File: src/rtl/dma_acq_pkg.sv
// constants and types shared by the idle and bus-acquire front end
package dma_acq_pkg;
	// ------------------------------------------------------------
	// register map, byte addresses on the wishbone bus
	// ------------------------------------------------------------
	localparam int WB_ADR_W = 8;
	localparam int WB_DAT_W = 32;
	localparam logic [7:0] ADR_CTRL = 8'h00;
	localparam logic [7:0] ADR_MASK = 8'h04;
	localparam logic [7:0] ADR_SWREQ = 8'h08;
	localparam logic [7:0] ADR_STATUS = 8'h0C;
	localparam logic [7:0] ADR_MODE_BASE = 8'h10;
	localparam int ADR_WORD_LSB = 2;

	// ------------------------------------------------------------
	// field positions
	// ------------------------------------------------------------
	localparam int CTRL_LEGACY_BIT = 0;
	localparam int CTRL_MEMCOPY_BIT = 1;
	localparam int CTRL_ACTLOW_BIT = 2;
	localparam int CTRL_SWRST_BIT = 8;
	localparam int MODE_MEMCOPY_BIT = 0;
	localparam int MODE_TYPE_LSB = 6;
	localparam int MODE_W = 8;
	localparam logic [1:0] MODE_TYPE_CASCADE = 2'h3;
	localparam int STAT_STATE_LSB = 0;
	localparam int STAT_HREQ_BIT = 4;
	localparam int STAT_SERVED_LSB = 8;
	localparam int STAT_VALID_LSB = 16;

	// ------------------------------------------------------------
	// reset values
	// ------------------------------------------------------------
	localparam logic CTRL_LEGACY_RST = 1'h0;
	localparam logic CTRL_MEMCOPY_RST = 1'h0;
	localparam logic CTRL_ACTLOW_RST = 1'h0;
	localparam logic [MODE_W-1:0] MODE_RST = 8'h00;

	typedef enum logic [3:0] {
		idle_state = 4'h1,
		bus_acquire_state = 4'h2,
		io_transfer_first_state = 4'h4,
		mem_copy_first_state = 4'h8
	} fsm_state_t;
endpackage

File: src/rtl/dma_fsm_idle_bus_acquire.sv
// idle and bus-acquire front end of the dma transfer state machine, with wishbone registers
// Notes on behaviour
// - hardware reset puts the state machine in idle.
// - registers accept host writes while idle.
// - stay idle until an unmasked request; then raise hold request and go acquire.
// - all state machine outputs inactive while idle.
// - software reset returns to idle only in legacy mode.
// - acquire keeps hold request up until hold acknowledge is sampled high.
// - registers still accept host writes during bus acquire.
// - on acknowledge go to io first state, or memory copy first state.
// - legacy memory copy: command enable, channel 0 request, encoder grants channel 0.
// - extended memory copy: bit 0 of the served channel's mode register.
// - served request dropped and nothing else pending: back to idle.
// - served request held or another pending: proceed to a first transfer state.
// - only requests passing polarity, mask and mode checks start hold request.
// - served channel in cascade mode abandons acquisition, back to idle.
`timescale 1ns/1ps
module dma_fsm_idle_bus_acquire
	import dma_acq_pkg::*;
#(
	parameter int NCH = 4,
	parameter int CH_W = (NCH > 1) ? $clog2(NCH) : 1
)
(
	input wire logic clk_i,
	input wire logic rst_i,
	input wire logic wb_cyc_i,
	input wire logic wb_stb_i,
	input wire logic wb_we_i,
	input wire logic [WB_ADR_W-1:0] wb_adr_i,
	input wire logic [3:0] wb_sel_i,
	input wire logic [WB_DAT_W-1:0] wb_dat_i,
	output logic [WB_DAT_W-1:0] wb_dat_o,
	output logic wb_ack_o,
	input wire logic [NCH-1:0] dreq_i,
	input wire logic hlda_i,
	input wire logic xfer_done_i,
	output logic hreq_o,
	output logic io_first_o,
	output logic mem_first_o,
	output logic [CH_W-1:0] served_chan_o,
	output logic [NCH-1:0] grant_o
);
	// ------------------------------------------------------------
	// address decode
	// ------------------------------------------------------------
	function automatic logic mode_hit(input logic [WB_ADR_W-1:0] adr, input int ch);
		mode_hit = adr[WB_ADR_W-1:ADR_WORD_LSB] ==
			(ADR_MODE_BASE[WB_ADR_W-1:ADR_WORD_LSB] + (WB_ADR_W-ADR_WORD_LSB)'(ch));
	endfunction

	function automatic logic word_hit(input logic [WB_ADR_W-1:0] adr, input logic [7:0] off);
		word_hit = adr[WB_ADR_W-1:ADR_WORD_LSB] == off[WB_ADR_W-1:ADR_WORD_LSB];
	endfunction

	fsm_state_t state_r, state_nxt;
	logic [CH_W-1:0] served_r, served_nxt, pick_idx, cur_chan;
	logic [WB_DAT_W-1:0] dat_r, rd_val;
	logic [MODE_W-1:0] mode_r [NCH];
	logic [NCH-1:0] mask_r, swreq_r, cascade, level, valid, pick_grant;
	logic ack_r, legacy_r, memcopy_en_r, act_low_r;
	logic wr_go, swrst, served_live, others_pending, keep, served_cascade, mem_detect;

	// ------------------------------------------------------------
	// wishbone slave
	// ------------------------------------------------------------
	// one wait state: ack rises the cycle after the strobe, the write lands on the ack edge
	assign wr_go = ack_r & wb_cyc_i & wb_stb_i & wb_we_i;
	assign swrst = wr_go & wb_sel_i[1] & wb_dat_i[CTRL_SWRST_BIT] & word_hit(wb_adr_i, ADR_CTRL);
	assign wb_ack_o = ack_r;
	assign wb_dat_o = dat_r;

	always_ff @(posedge clk_i)
	begin
		if (rst_i)
			ack_r <= 1'b0;
		else
			ack_r <= wb_cyc_i & wb_stb_i & ~ack_r;
	end

	always_comb
	begin
		rd_val = '0;
		if (word_hit(wb_adr_i, ADR_CTRL))
		begin
			rd_val[CTRL_LEGACY_BIT] = legacy_r;
			rd_val[CTRL_MEMCOPY_BIT] = memcopy_en_r;
			rd_val[CTRL_ACTLOW_BIT] = act_low_r;
		end
		else if (word_hit(wb_adr_i, ADR_MASK))
			rd_val[NCH-1:0] = mask_r;
		else if (word_hit(wb_adr_i, ADR_SWREQ))
			rd_val[NCH-1:0] = swreq_r;
		else if (word_hit(wb_adr_i, ADR_STATUS))
		begin
			rd_val[STAT_STATE_LSB +: 4] = state_r;
			rd_val[STAT_HREQ_BIT] = hreq_o;
			rd_val[STAT_SERVED_LSB +: CH_W] = served_r;
			rd_val[STAT_VALID_LSB +: NCH] = valid;
		end
		for (int c = 0; c < NCH; c++)
		begin
			if (mode_hit(wb_adr_i, c))
				rd_val[MODE_W-1:0] = mode_r[c];
		end
	end

	// unmapped addresses are acked and read as zero
	always_ff @(posedge clk_i)
	begin
		if (rst_i)
			dat_r <= '0;
		else if (wb_cyc_i & wb_stb_i & ~ack_r & ~wb_we_i)
			dat_r <= rd_val;
	end

	// ------------------------------------------------------------
	// configuration registers
	// ------------------------------------------------------------
	// writes are taken in every state, idle and bus acquire included
	always_ff @(posedge clk_i)
	begin
		if (rst_i)
		begin
			legacy_r <= CTRL_LEGACY_RST;
			memcopy_en_r <= CTRL_MEMCOPY_RST;
			act_low_r <= CTRL_ACTLOW_RST;
		end
		else if (wr_go & wb_sel_i[0] & word_hit(wb_adr_i, ADR_CTRL))
		begin
			legacy_r <= wb_dat_i[CTRL_LEGACY_BIT];
			memcopy_en_r <= wb_dat_i[CTRL_MEMCOPY_BIT];
			act_low_r <= wb_dat_i[CTRL_ACTLOW_BIT];
		end
	end

	always_ff @(posedge clk_i)
	begin
		if (rst_i)
		begin
			mask_r <= '1;
			swreq_r <= '0;
		end
		else if (wr_go & wb_sel_i[0])
		begin
			if (word_hit(wb_adr_i, ADR_MASK))
				mask_r <= wb_dat_i[NCH-1:0];
			if (word_hit(wb_adr_i, ADR_SWREQ))
				swreq_r <= wb_dat_i[NCH-1:0];
		end
	end

	genvar g;
	generate
		for (g = 0; g < NCH; g++)
		begin : g_mode
			always_ff @(posedge clk_i)
			begin
				if (rst_i)
					mode_r[g] <= MODE_RST;
				else if (wr_go & wb_sel_i[0] & mode_hit(wb_adr_i, g))
					mode_r[g] <= wb_dat_i[MODE_W-1:0];
			end
			assign cascade[g] = mode_r[g][MODE_TYPE_LSB +: 2] == MODE_TYPE_CASCADE;
		end
	endgenerate

	// ------------------------------------------------------------
	// request qualification and priority
	// ------------------------------------------------------------
	req_qualify #(.NCH(NCH)) u_qual (
		.dreq_i(dreq_i),
		.swreq_i(swreq_r),
		.mask_i(mask_r),
		.cascade_i(cascade),
		.legacy_i(legacy_r),
		.act_low_i(act_low_r),
		.level_o(level),
		.valid_o(valid)
	);

	prio_pick #(.NCH(NCH), .CH_W(CH_W)) u_pick (
		.req_i(valid),
		.grant_o(pick_grant),
		.idx_o(pick_idx)
	);

	assign served_live = valid[served_r];
	assign others_pending = |(valid & ~(NCH'(1) << served_r));
	assign keep = served_live | others_pending;
	assign served_cascade = cascade[served_r];
	// a dropped served request hands over to the next pending channel
	assign cur_chan = served_live ? served_r : pick_idx;
	assign mem_detect = legacy_r ?
		(memcopy_en_r & level[0] & pick_grant[0]) :
		mode_r[cur_chan][MODE_MEMCOPY_BIT];

	// ------------------------------------------------------------
	// state machine
	// ------------------------------------------------------------
	always_comb
	begin
		state_nxt = state_r;
		served_nxt = served_r;
		unique case (state_r)
			idle_state:
			begin
				served_nxt = '0;
				if (|valid)
				begin
					state_nxt = bus_acquire_state;
					served_nxt = pick_idx;
				end
			end
			bus_acquire_state:
			begin
				if (served_cascade)
					state_nxt = idle_state;
				else if (!keep)
					state_nxt = idle_state;
				else
				begin
					served_nxt = cur_chan;
					if (hlda_i)
						state_nxt = mem_detect ? mem_copy_first_state : io_transfer_first_state;
				end
			end
			io_transfer_first_state, mem_copy_first_state:
			begin
				if (xfer_done_i)
					state_nxt = idle_state;
			end
			default:
				state_nxt = idle_state;
		endcase
		if (swrst && legacy_r)
			state_nxt = idle_state;
		if (state_nxt == idle_state)
			served_nxt = '0;
	end

	always_ff @(posedge clk_i)
	begin
		if (rst_i)
		begin
			state_r <= idle_state;
			served_r <= '0;
		end
		else
		begin
			state_r <= state_nxt;
			served_r <= served_nxt;
		end
	end

	// hold stays up from acquire through the handed-off transfer
	assign hreq_o = state_r != idle_state;
	assign io_first_o = state_r == io_transfer_first_state;
	assign mem_first_o = state_r == mem_copy_first_state;
	assign served_chan_o = served_r;
	assign grant_o = (state_r == idle_state) ? '0 : (NCH'(1) << served_r);

	// ------------------------------------------------------------
	// assertions
	// ------------------------------------------------------------
	property p_reset_idle;
		@(posedge clk_i) disable iff (rst_i) $past(rst_i) |-> state_r == idle_state;
	endproperty
	a_reset_idle: assert property (p_reset_idle) else $error("not idle after reset");
	property p_idle_start;
		@(posedge clk_i) disable iff (rst_i)
			(state_r == idle_state && |valid && !(swrst && legacy_r))
			|=> state_r == bus_acquire_state && hreq_o;
	endproperty
	a_idle_start: assert property (p_idle_start) else $error("idle ignored valid request");
	property p_idle_quiet;
		@(posedge clk_i) disable iff (rst_i)
			state_r == idle_state |-> !hreq_o && !io_first_o && !mem_first_o && grant_o == '0;
	endproperty
	a_idle_quiet: assert property (p_idle_quiet) else $error("output active in idle");
	property p_swrst_legacy;
		@(posedge clk_i) disable iff (rst_i) (swrst && legacy_r) |=> state_r == idle_state;
	endproperty
	a_swrst_legacy: assert property (p_swrst_legacy) else $error("soft reset ignored");
	property p_swrst_ext;
		@(posedge clk_i) disable iff (rst_i)
			(swrst && !legacy_r && (io_first_o || mem_first_o) && !xfer_done_i) |=> $stable(state_r);
	endproperty
	a_swrst_ext: assert property (p_swrst_ext) else $error("soft reset acted in extended");
	property p_hold_wait;
		@(posedge clk_i) disable iff (rst_i)
			(state_r == bus_acquire_state && !hlda_i && keep && !served_cascade
			&& !(swrst && legacy_r)) |=> state_r == bus_acquire_state && hreq_o;
	endproperty
	a_hold_wait: assert property (p_hold_wait) else $error("left acquire without ack");
	property p_grant_path;
		@(posedge clk_i) disable iff (rst_i)
			(state_r == bus_acquire_state && hlda_i && keep && !served_cascade
			&& !(swrst && legacy_r))
			|=> (mem_first_o == $past(mem_detect)) && (io_first_o == !$past(mem_detect));
	endproperty
	a_grant_path: assert property (p_grant_path) else $error("wrong first state");
	property p_legacy_memcopy;
		@(posedge clk_i) disable iff (rst_i)
			(legacy_r && state_r == bus_acquire_state && hlda_i && keep && !served_cascade
			&& !swrst) |=> mem_first_o == $past(memcopy_en_r && level[0] && valid[0]);
	endproperty
	a_legacy_memcopy: assert property (p_legacy_memcopy) else $error("legacy copy wrong");
	property p_drop_idle;
		@(posedge clk_i) disable iff (rst_i)
			(state_r == bus_acquire_state && !keep) |=> state_r == idle_state;
	endproperty
	a_drop_idle: assert property (p_drop_idle) else $error("dropped request kept");
	property p_hreq_cause;
		@(posedge clk_i) disable iff (rst_i) $rose(hreq_o) |-> $past(|valid);
	endproperty
	a_hreq_cause: assert property (p_hreq_cause) else $error("hold without request");
	property p_cascade_idle;
		@(posedge clk_i) disable iff (rst_i)
			(state_r == bus_acquire_state && served_cascade) |=> state_r == idle_state;
	endproperty
	a_cascade_idle: assert property (p_cascade_idle) else $error("cascade not abandoned");
	property p_mask_write;
		@(posedge clk_i) disable iff (rst_i)
			(wr_go && wb_sel_i[0] && word_hit(wb_adr_i, ADR_MASK)
			&& (state_r == idle_state || state_r == bus_acquire_state))
			|=> mask_r == $past(wb_dat_i[NCH-1:0]);
	endproperty
	a_mask_write: assert property (p_mask_write) else $error("mask write lost");
endmodule

File: src/rtl/prio_pick.sv
// fixed priority encoder, channel 0 highest
`timescale 1ns/1ps
module prio_pick
#(
	parameter int NCH = 4,
	parameter int CH_W = (NCH > 1) ? $clog2(NCH) : 1
)
(
	input wire logic [NCH-1:0] req_i,
	output logic [NCH-1:0] grant_o,
	output logic [CH_W-1:0] idx_o
);
	always_comb
	begin
		grant_o = '0;
		idx_o = '0;
		for (int i = NCH - 1; i >= 0; i--)
		begin
			if (req_i[i])
			begin
				grant_o = '0;
				grant_o[i] = 1'b1;
				idx_o = CH_W'(i);
			end
		end
	end
endmodule

File: src/rtl/req_qualify.sv
// per-channel request qualification: polarity, software request, mask, mode
`timescale 1ns/1ps
module req_qualify
	import dma_acq_pkg::*;
#(
	parameter int NCH = 4
)
(
	input wire logic [NCH-1:0] dreq_i,
	input wire logic [NCH-1:0] swreq_i,
	input wire logic [NCH-1:0] mask_i,
	input wire logic [NCH-1:0] cascade_i,
	input wire logic legacy_i,
	input wire logic act_low_i,
	output logic [NCH-1:0] level_o,
	output logic [NCH-1:0] valid_o
);
	// active-low requests exist only in legacy mode; extended mode is active high
	genvar c;
	generate
		for (c = 0; c < NCH; c++)
		begin : g_ch
			assign level_o[c] = dreq_i[c] ^ (legacy_i & act_low_i);
			assign valid_o[c] = (level_o[c] | swreq_i[c]) & ~mask_i[c] & ~cascade_i[c];
		end
	endgenerate
endmodule

File: config.mk
export PLATFORM = sky130hd
export DESIGN_NAME = dma_fsm_idle_bus_acquire
export DESIGN_NICKNAME = d
export VERILOG_FILES = /design/src/rtl/dma_acq_pkg.sv /design/src/rtl/dma_fsm_idle_bus_acquire.sv /design/src/rtl/prio_pick.sv /design/src/rtl/req_qualify.sv
export SDC_FILE = /design/constraint.sdc
export NUM_CORES = 1
export LEC_CHECK = 0
export ABC_AREA = 1
export BUFFER_PORTS_ARGS = -buffer_cell sky130_fd_sc_hd__buf_4
export CAP_MARGIN = 20
export CORE_ASPECT_RATIO = 0.8
export CORE_UTILIZATION = 50
export CTS_BUF_LIST = sky130_fd_sc_hd__clkbuf_8
export CTS_CLUSTER_DIAMETER = 80
export DETAILED_ROUTE_END_ITERATION = 16
export PLACE_DENSITY = 0.77
export SLEW_MARGIN = 20
export SYNTH_ARGS = -nofsm -noshare
export SYNTH_HDL_FRONTEND = slang
export SYNTH_SLANG_ARGS = --single-unit
export TNS_END_PERCENT = 20
File: constraint.sdc
create_clock -name clk_i -period 4.1 [get_ports clk_i]
set_clock_uncertainty 0.05 [all_clocks]
set_input_delay 0.615 -clock clk_i [delete_from_list [all_inputs] [get_ports clk_i]]
set_output_delay 0.615 -clock clk_i [all_outputs]
set_load 0.01 [all_outputs]
==> results.cfg, run 1 <==
[placement]
dp_hpwl_mm = 6.480
placed_cell_area_um2 = 3800
gp_congestion = 0.9277
portBuffers = 51

[logic_synthesis]
postSynthCellCount = 415
ys_dominant_reg_cell = edfxtp_1
synth_edf_count = 32
yosysTopAreaCell = edfxtp_1
yosys-top-cells-count = nand2_1, nor2_1, inv_1
seq_area_frac_synth_pct = 47.39
ys.warnings.count = 0
async_reset_ff_share_pct = 0
syn_area_per_cell_um2 = 8.143
synth.most_common_cell = nand2_1
synth_area_leaders = edfxtp_1, dfxtp_1, nand2_1, nor2_1, inv_1
netlist-cell-type-count = 40
synth_top_area_share_pct = 28.43
synth_area_um2 = 3379
synth_seq_cells = 64

[timing]
fmax_mhz = 394.0
slew_headroom_pct = 55.84
fin_crit_sh_pct = 61.91
rsz0062_at_grt = false
slew_viol_final = 0
worst_slew_pin_slew_ps = 655.4
min_period_ps = 2538
finalSetupTns_ps = 0
setup_viol = 0
hold_viol = 0

[route]
dr.pass1.iters = 5
vias = 3016
avgRoutedWirePerCell_um = 15.27
drtIter0Drc = 267
wirelength_mm = 8.598
via_per_inst = 5.357
postRouteAntennaNets = 0
drc = 0

[layout]
drive_above_1_share_pct = 22.76
final_core_util_pct = 62.12
stdcell_area_um2 = 4001
nNetsFinal = 529
fill_cells = 559
num_antenna_cells = 0
area_growth_pct = 18.40

[grt]
grt_pass1_wl_mm = 13.45
grt_max_degree = 23
grt_overflow = 0
grt_usage_pct = 26.37
antenna_found_initial = 0
grt_pass1_vias = 2746

[cts]
clock_latency_ps = 350
post_cts_buffers = 0
clk_pin_slew_worst_paths_ps = 70
cts_hold_buffers = 0
ctsRootBufferMaster = clkbuf_8
cts_buffers = 9
clock_sinks = 64
clk_path_buf_depth = 2
cts_resized = 0
cts_tree = done
htree_levels = 3

[setup_path]
end_kind = register
path_class = input port to register
critPathRequiredTime_ps = 4120
start_kind = input port
worstPathArrival_ps = 2550
critPathMaxFanout = 10

[floorplanning]
die_height_um = 75.54
start_util_pct = 52.47
die_w_um = 93.92
rows = 26
core_area_um2 = 6441
dieArea_um2 = 7094
ioPinCount = 97

[outcome]
status = finished, final reports clean

[job]
maxCapViolations = 0

[power]
leakagePower_nw = 1.693
power_density_nw_per_um2 = 330.6
ir_drop_mv = 0.1813

[worst_hold_path]
hold_path_class = register to register
## cell type report
cell class	count	area [um^2]	area share [%]
Sequential cell	64	1602	40.03
Tap cell	84	105.1	2.627
Inverter	52	195.2	4.878
Clock buffer	11	151.4	3.784
Clock inverter	5	50.05	1.251
Timing Repair Buffer	54	405.4	10.13
Multi-Input combinational cell	293	1493	37.30
## cells by family after synthesis
family | synth area share (%)
AO/OA/AOI/OAI | 15.14
flip-flops | 47.39
AND/OR/NAND/NOR | 27.03
other | 0.1110
buffers and inverters | 10.33
## cell usage in the layout, fill, tap and decap left out, types with 7 or more instances in the layout
master	count
a21oi_1	26
buf_4	54
clkbuf_8	11
conb_1	18
dfxtp_1	32
edfxtp_1	32
inv_1	46
inv_2	8
nand2_1	80
nand3_1	19
nand3_2	7
nor2_1	63
o21ai_0	17
## critical path, cell delays in order
cell and delay, ps:
buf_4 120, nor4_1 380, inv_2 110, nor2_2 410
inv_1 160, o21ai_0 510, buf_4 260
## final timing paths
| kind | start | endpoint | slack [ps] | depth (start not counted) |
|---|---|---|---|---|
| max | wb_adr_i[5] | mode_r[3][3] | 1560 | 7 |
| min | wb_dat_o[16] | wb_dat_o[16] | 420 | 2 |
| max reg2reg | wb_ack_o | mode_r[0][5] | 1760 | 5 |
| min reg2reg | wb_dat_o[16] | wb_dat_o[16] | 420 | 2 |
## metrics by stage
step	instances	hold WS, ps	power (mW)	setup slack, ps
3_5_place_dp	547	413.5	0.7866	1203
6_report	563	421.8	1.323	1562
5_1_grt	563	442.4	1.363	1317
3_3_place_gp	547	404.0	0.7845	1255
2_1_floorplan	432	413.4	0.7565	1668
4_1_cts	563	424.5	1.332	1559
## flip-flops by register name, indices dropped and copies added, names as in the netlist
name and cells:
mode_r 32, wb_dat_o 14, mask_r 4, state_r 4, swreq_r 4, served_chan_o 2, act_low_r 1, legacy_r 1
memcopy_en_r 1, wb_ack_o 1
## routing by layer
layer	GRT usage, %	share of wire, %
met1	34.77	45
met2	42.01	44
met3	7.585	8.4
met4	9.402	2.0
met5	0	0
## power by group
part | switching, mW | internal (mW) | leakage [nW]
logic | 0.0537 | 0.0304 | 0.993
registers | 0.00719 | 0.682 | 0.592
clock network | 0.241 | 0.308 | 0.108
Note: power is estimated with default switching activity, not from simulation.
==> run 2, diff against run 1 <==
- ABC_AREA: 1 -> 0
- CORE_UTILIZATION: 50 -> 49
- PLACE_DENSITY: 0.77 -> 0.79
- clock period: 4.1 -> 2.2 ns (I/O delays scaled with it)
==> run 2 against run 1 <==
Wire length is 6.1% higher. Synthesized cell count is 15% lower. Cell count is 8.0% lower. Highest routed layer unchanged. Combinational power grew to 2.5 times the previous value. Global-route usage is 0.18 points higher. Utilization is 2.6 points higher. Die area is 3.1% higher. Register-to-register slack worse by 1700 ps.
==> results.cfg, run 2 <==
[outcome]
status = finished, final reports clean

[setup_path]
worstPathArrival_ps = 2410
reg2regPathDepth = 7
r2r_setup_slack_ps = 20
critPathMaxFanout = 3
critPathRequiredTime_ps = 2430
path_class = register to register
r2r-start = mode_r[2][6]
rr_endpoint = state_r[2]
start_kind = register
end_kind = register

[logic_synthesis]
yosys-top-cells-count = and2_1, dfxtp_1, edfxtp_1
seq_area_frac_synth_pct = 46.89
synth_top_area_share_pct = 28.13
ys_dominant_reg_cell = edfxtp_1
yosysTopAreaCell = edfxtp_1
netlist-cell-type-count = 52
synth_edf_count = 32
synth.most_common_cell = and2_1
synth_area_leaders = edfxtp_1, dfxtp_1, and2_1, buf_4, nand2_1
postSynthCellCount = 354
syn_area_per_cell_um2 = 9.649
synth_seq_cells = 64
async_reset_ff_share_pct = 0
synth_area_um2 = 3416
ys.warnings.count = 0

[worst_hold_path]
hold_path_end = state_r[3]
holdPathStages = 4
hold_start = xfer_done_i
hold_path_class = input port to register

[placement]
dp_hpwl_mm = 6.609
placed_cell_area_um2 = 3989
gp_congestion = 0.8938
dp.cells = 502
portBuffers = 51

[grt]
grt_usage_pct = 26.55
antenna_found_initial = 0
grt_overflow = 0
grt_pass1_vias = 2834
grt_max_degree = 24
grt_pass1_wl_mm = 14.46

[route]
wirelength_mm = 9.126
drc = 0
vias = 3030
via_per_inst = 5.849
postRouteAntennaNets = 0
dr.pass1.iters = 4
avgRoutedWirePerCell_um = 17.62
drtIter0Drc = 331

[floorplanning]
core_area_um2 = 6571
die_w_um = 95.35
ioPinCount = 97
rows = 26
dieArea_um2 = 7311
die_height_um = 76.68
start_util_pct = 51.98

[layout]
stdcell_area_um2 = 4252
fin_cells = 518
largest_reg_flops = 32
fill_cells = 538
regArea_um2 = 1608
final_common_cell = buf_4
nNetsFinal = 484
drive_above_1_share_pct = 29.03
area_growth_pct = 24.47
final_cell_mix = buf_4, and2_1, edfxtp_1
num_antenna_cells = 0
top_register = mode_r
multi_input_area_um2 = 1674

[cts]
clk_path_buf_depth = 2
clock_sinks = 64
htree_levels = 3
ctsRootBufferMaster = clkbuf_8
cts_tree = done
clock_latency_ps = 350
cts_buffers = 9
post_cts_buffers = 0
clk_pin_slew_worst_paths_ps = 80

[power]
leakagePower_nw = 1.746
power_density_nw_per_um2 = 609.5
ir_drop_mv = 0.3910

[job]
maxCapViolations = 0

[timing]
setup_viol = 0
fmax_mhz = 459.3
rsz0062_at_grt = true
worst_slew_pin_slew_ps = 543.3
slew_headroom_pct = 63.27
min_period_ps = 2177
slew_viol_final = 0
fin_crit_sh_pct = 98.98
hold_viol = 0
==> run 2: cell types whose count changed after synthesis, moves of 7 or more <==
cell      delta
clkbuf_1     +9
inv_2        -8
nor3_1      +11
a21oi_1      -7
nand2_1     -51
and2_1      +33
nand3_2      -7
nor2_1      -37
inv_1       -38
==> run 2: repair_timing <==
action / 4_1_cts / 5_1_grt
hold buffers: 0 / 0
cloned: 0 / 0
pin swaps: 0 / 2
gates resized for setup: 4 / 11
endpoints found under the setup margin: 3 / 5
endpoints found under the hold margin: 0 / 0
==> run 2: cell families (layout without fill, tap and decap cells) <==
kind of cell           count (synthesis)  count (layout)  synth area share [%]
flip-flops                            64              64                 46.89
other                                  1              18                0.1098
AND/OR/NAND/NOR                      151             151                 24.03
AO/OA/AOI/OAI                         78              78                 15.13
XOR/XNOR                               2               2                0.5129
multiplexers                          15              15                 6.044
buffers and inverters                 43             106                 7.289
==> run 2: worst max-delay path by stage <==
stage                     slack [ps]  cells after the start    startpoint               end
after floorplan                  -40                      5   wb_adr_i[5]      mode_r[2][0]
after global placement           -40                      7      legacy_r        state_r[3]
after detailed placement        -100                      7     act_low_r        state_r[2]
after CTS                        0.1                      8      legacy_r  served_chan_o[0]
after global routing              -3                      7      legacy_r        state_r[2]
final                             20                      7  mode_r[2][6]        state_r[2]
==> run 2: final cells by class <==
class	instances	share of cell area [%]
Multi-Input combinational cell	264	39.38
Clock buffer	9	2.913
Clock inverter	7	2.060
Timing Repair Buffer	84	14.83
Inverter	6	0.5297
Sequential cell	64	37.82
Tap cell	84	2.472
==> run 2: metal layers <==
metal  GRT usage [%]  wire, um
met1           36.20      3798
met3           8.929      1070
met2           39.79      4174
met5               0         0
met4           7.727        83
==> run 2: stage by stage <==
step	utilization, %	setup TNS [ps]	hold WS, ps	setup slack, ps	total power, mW
after global placement	60.70	-81.80	389.4	-43.17	1.516
after global routing	64.70	-2.987	221.3	-2.987	2.672
after detailed placement	60.70	-206.6	401.0	-98.17	1.522
after CTS	64.07	0	198.5	0.1077	2.603
after floorplan	-	-823.0	404.1	-40.53	1.432
final	64.70	0	226.4	22.55	2.592
==> run 2: where the power goes <==
part,internal [mW],switching (mW),total (mW)
logic,0.0894,0.123,0.212
clock network,0.627,0.464,1.09
registers,1.27,0.0155,1.29
total,1.99,0.602,2.59
==> run 2: worst max-delay path, cell delays in order, from the launching register on <==
cell and delay (ps):
edfxtp_1 490, a21oi_2 210, and3_1 240, a21oi_1 90, o211ai_1 320, mux4_2 370, a21oi_2 190, a22o_1 150
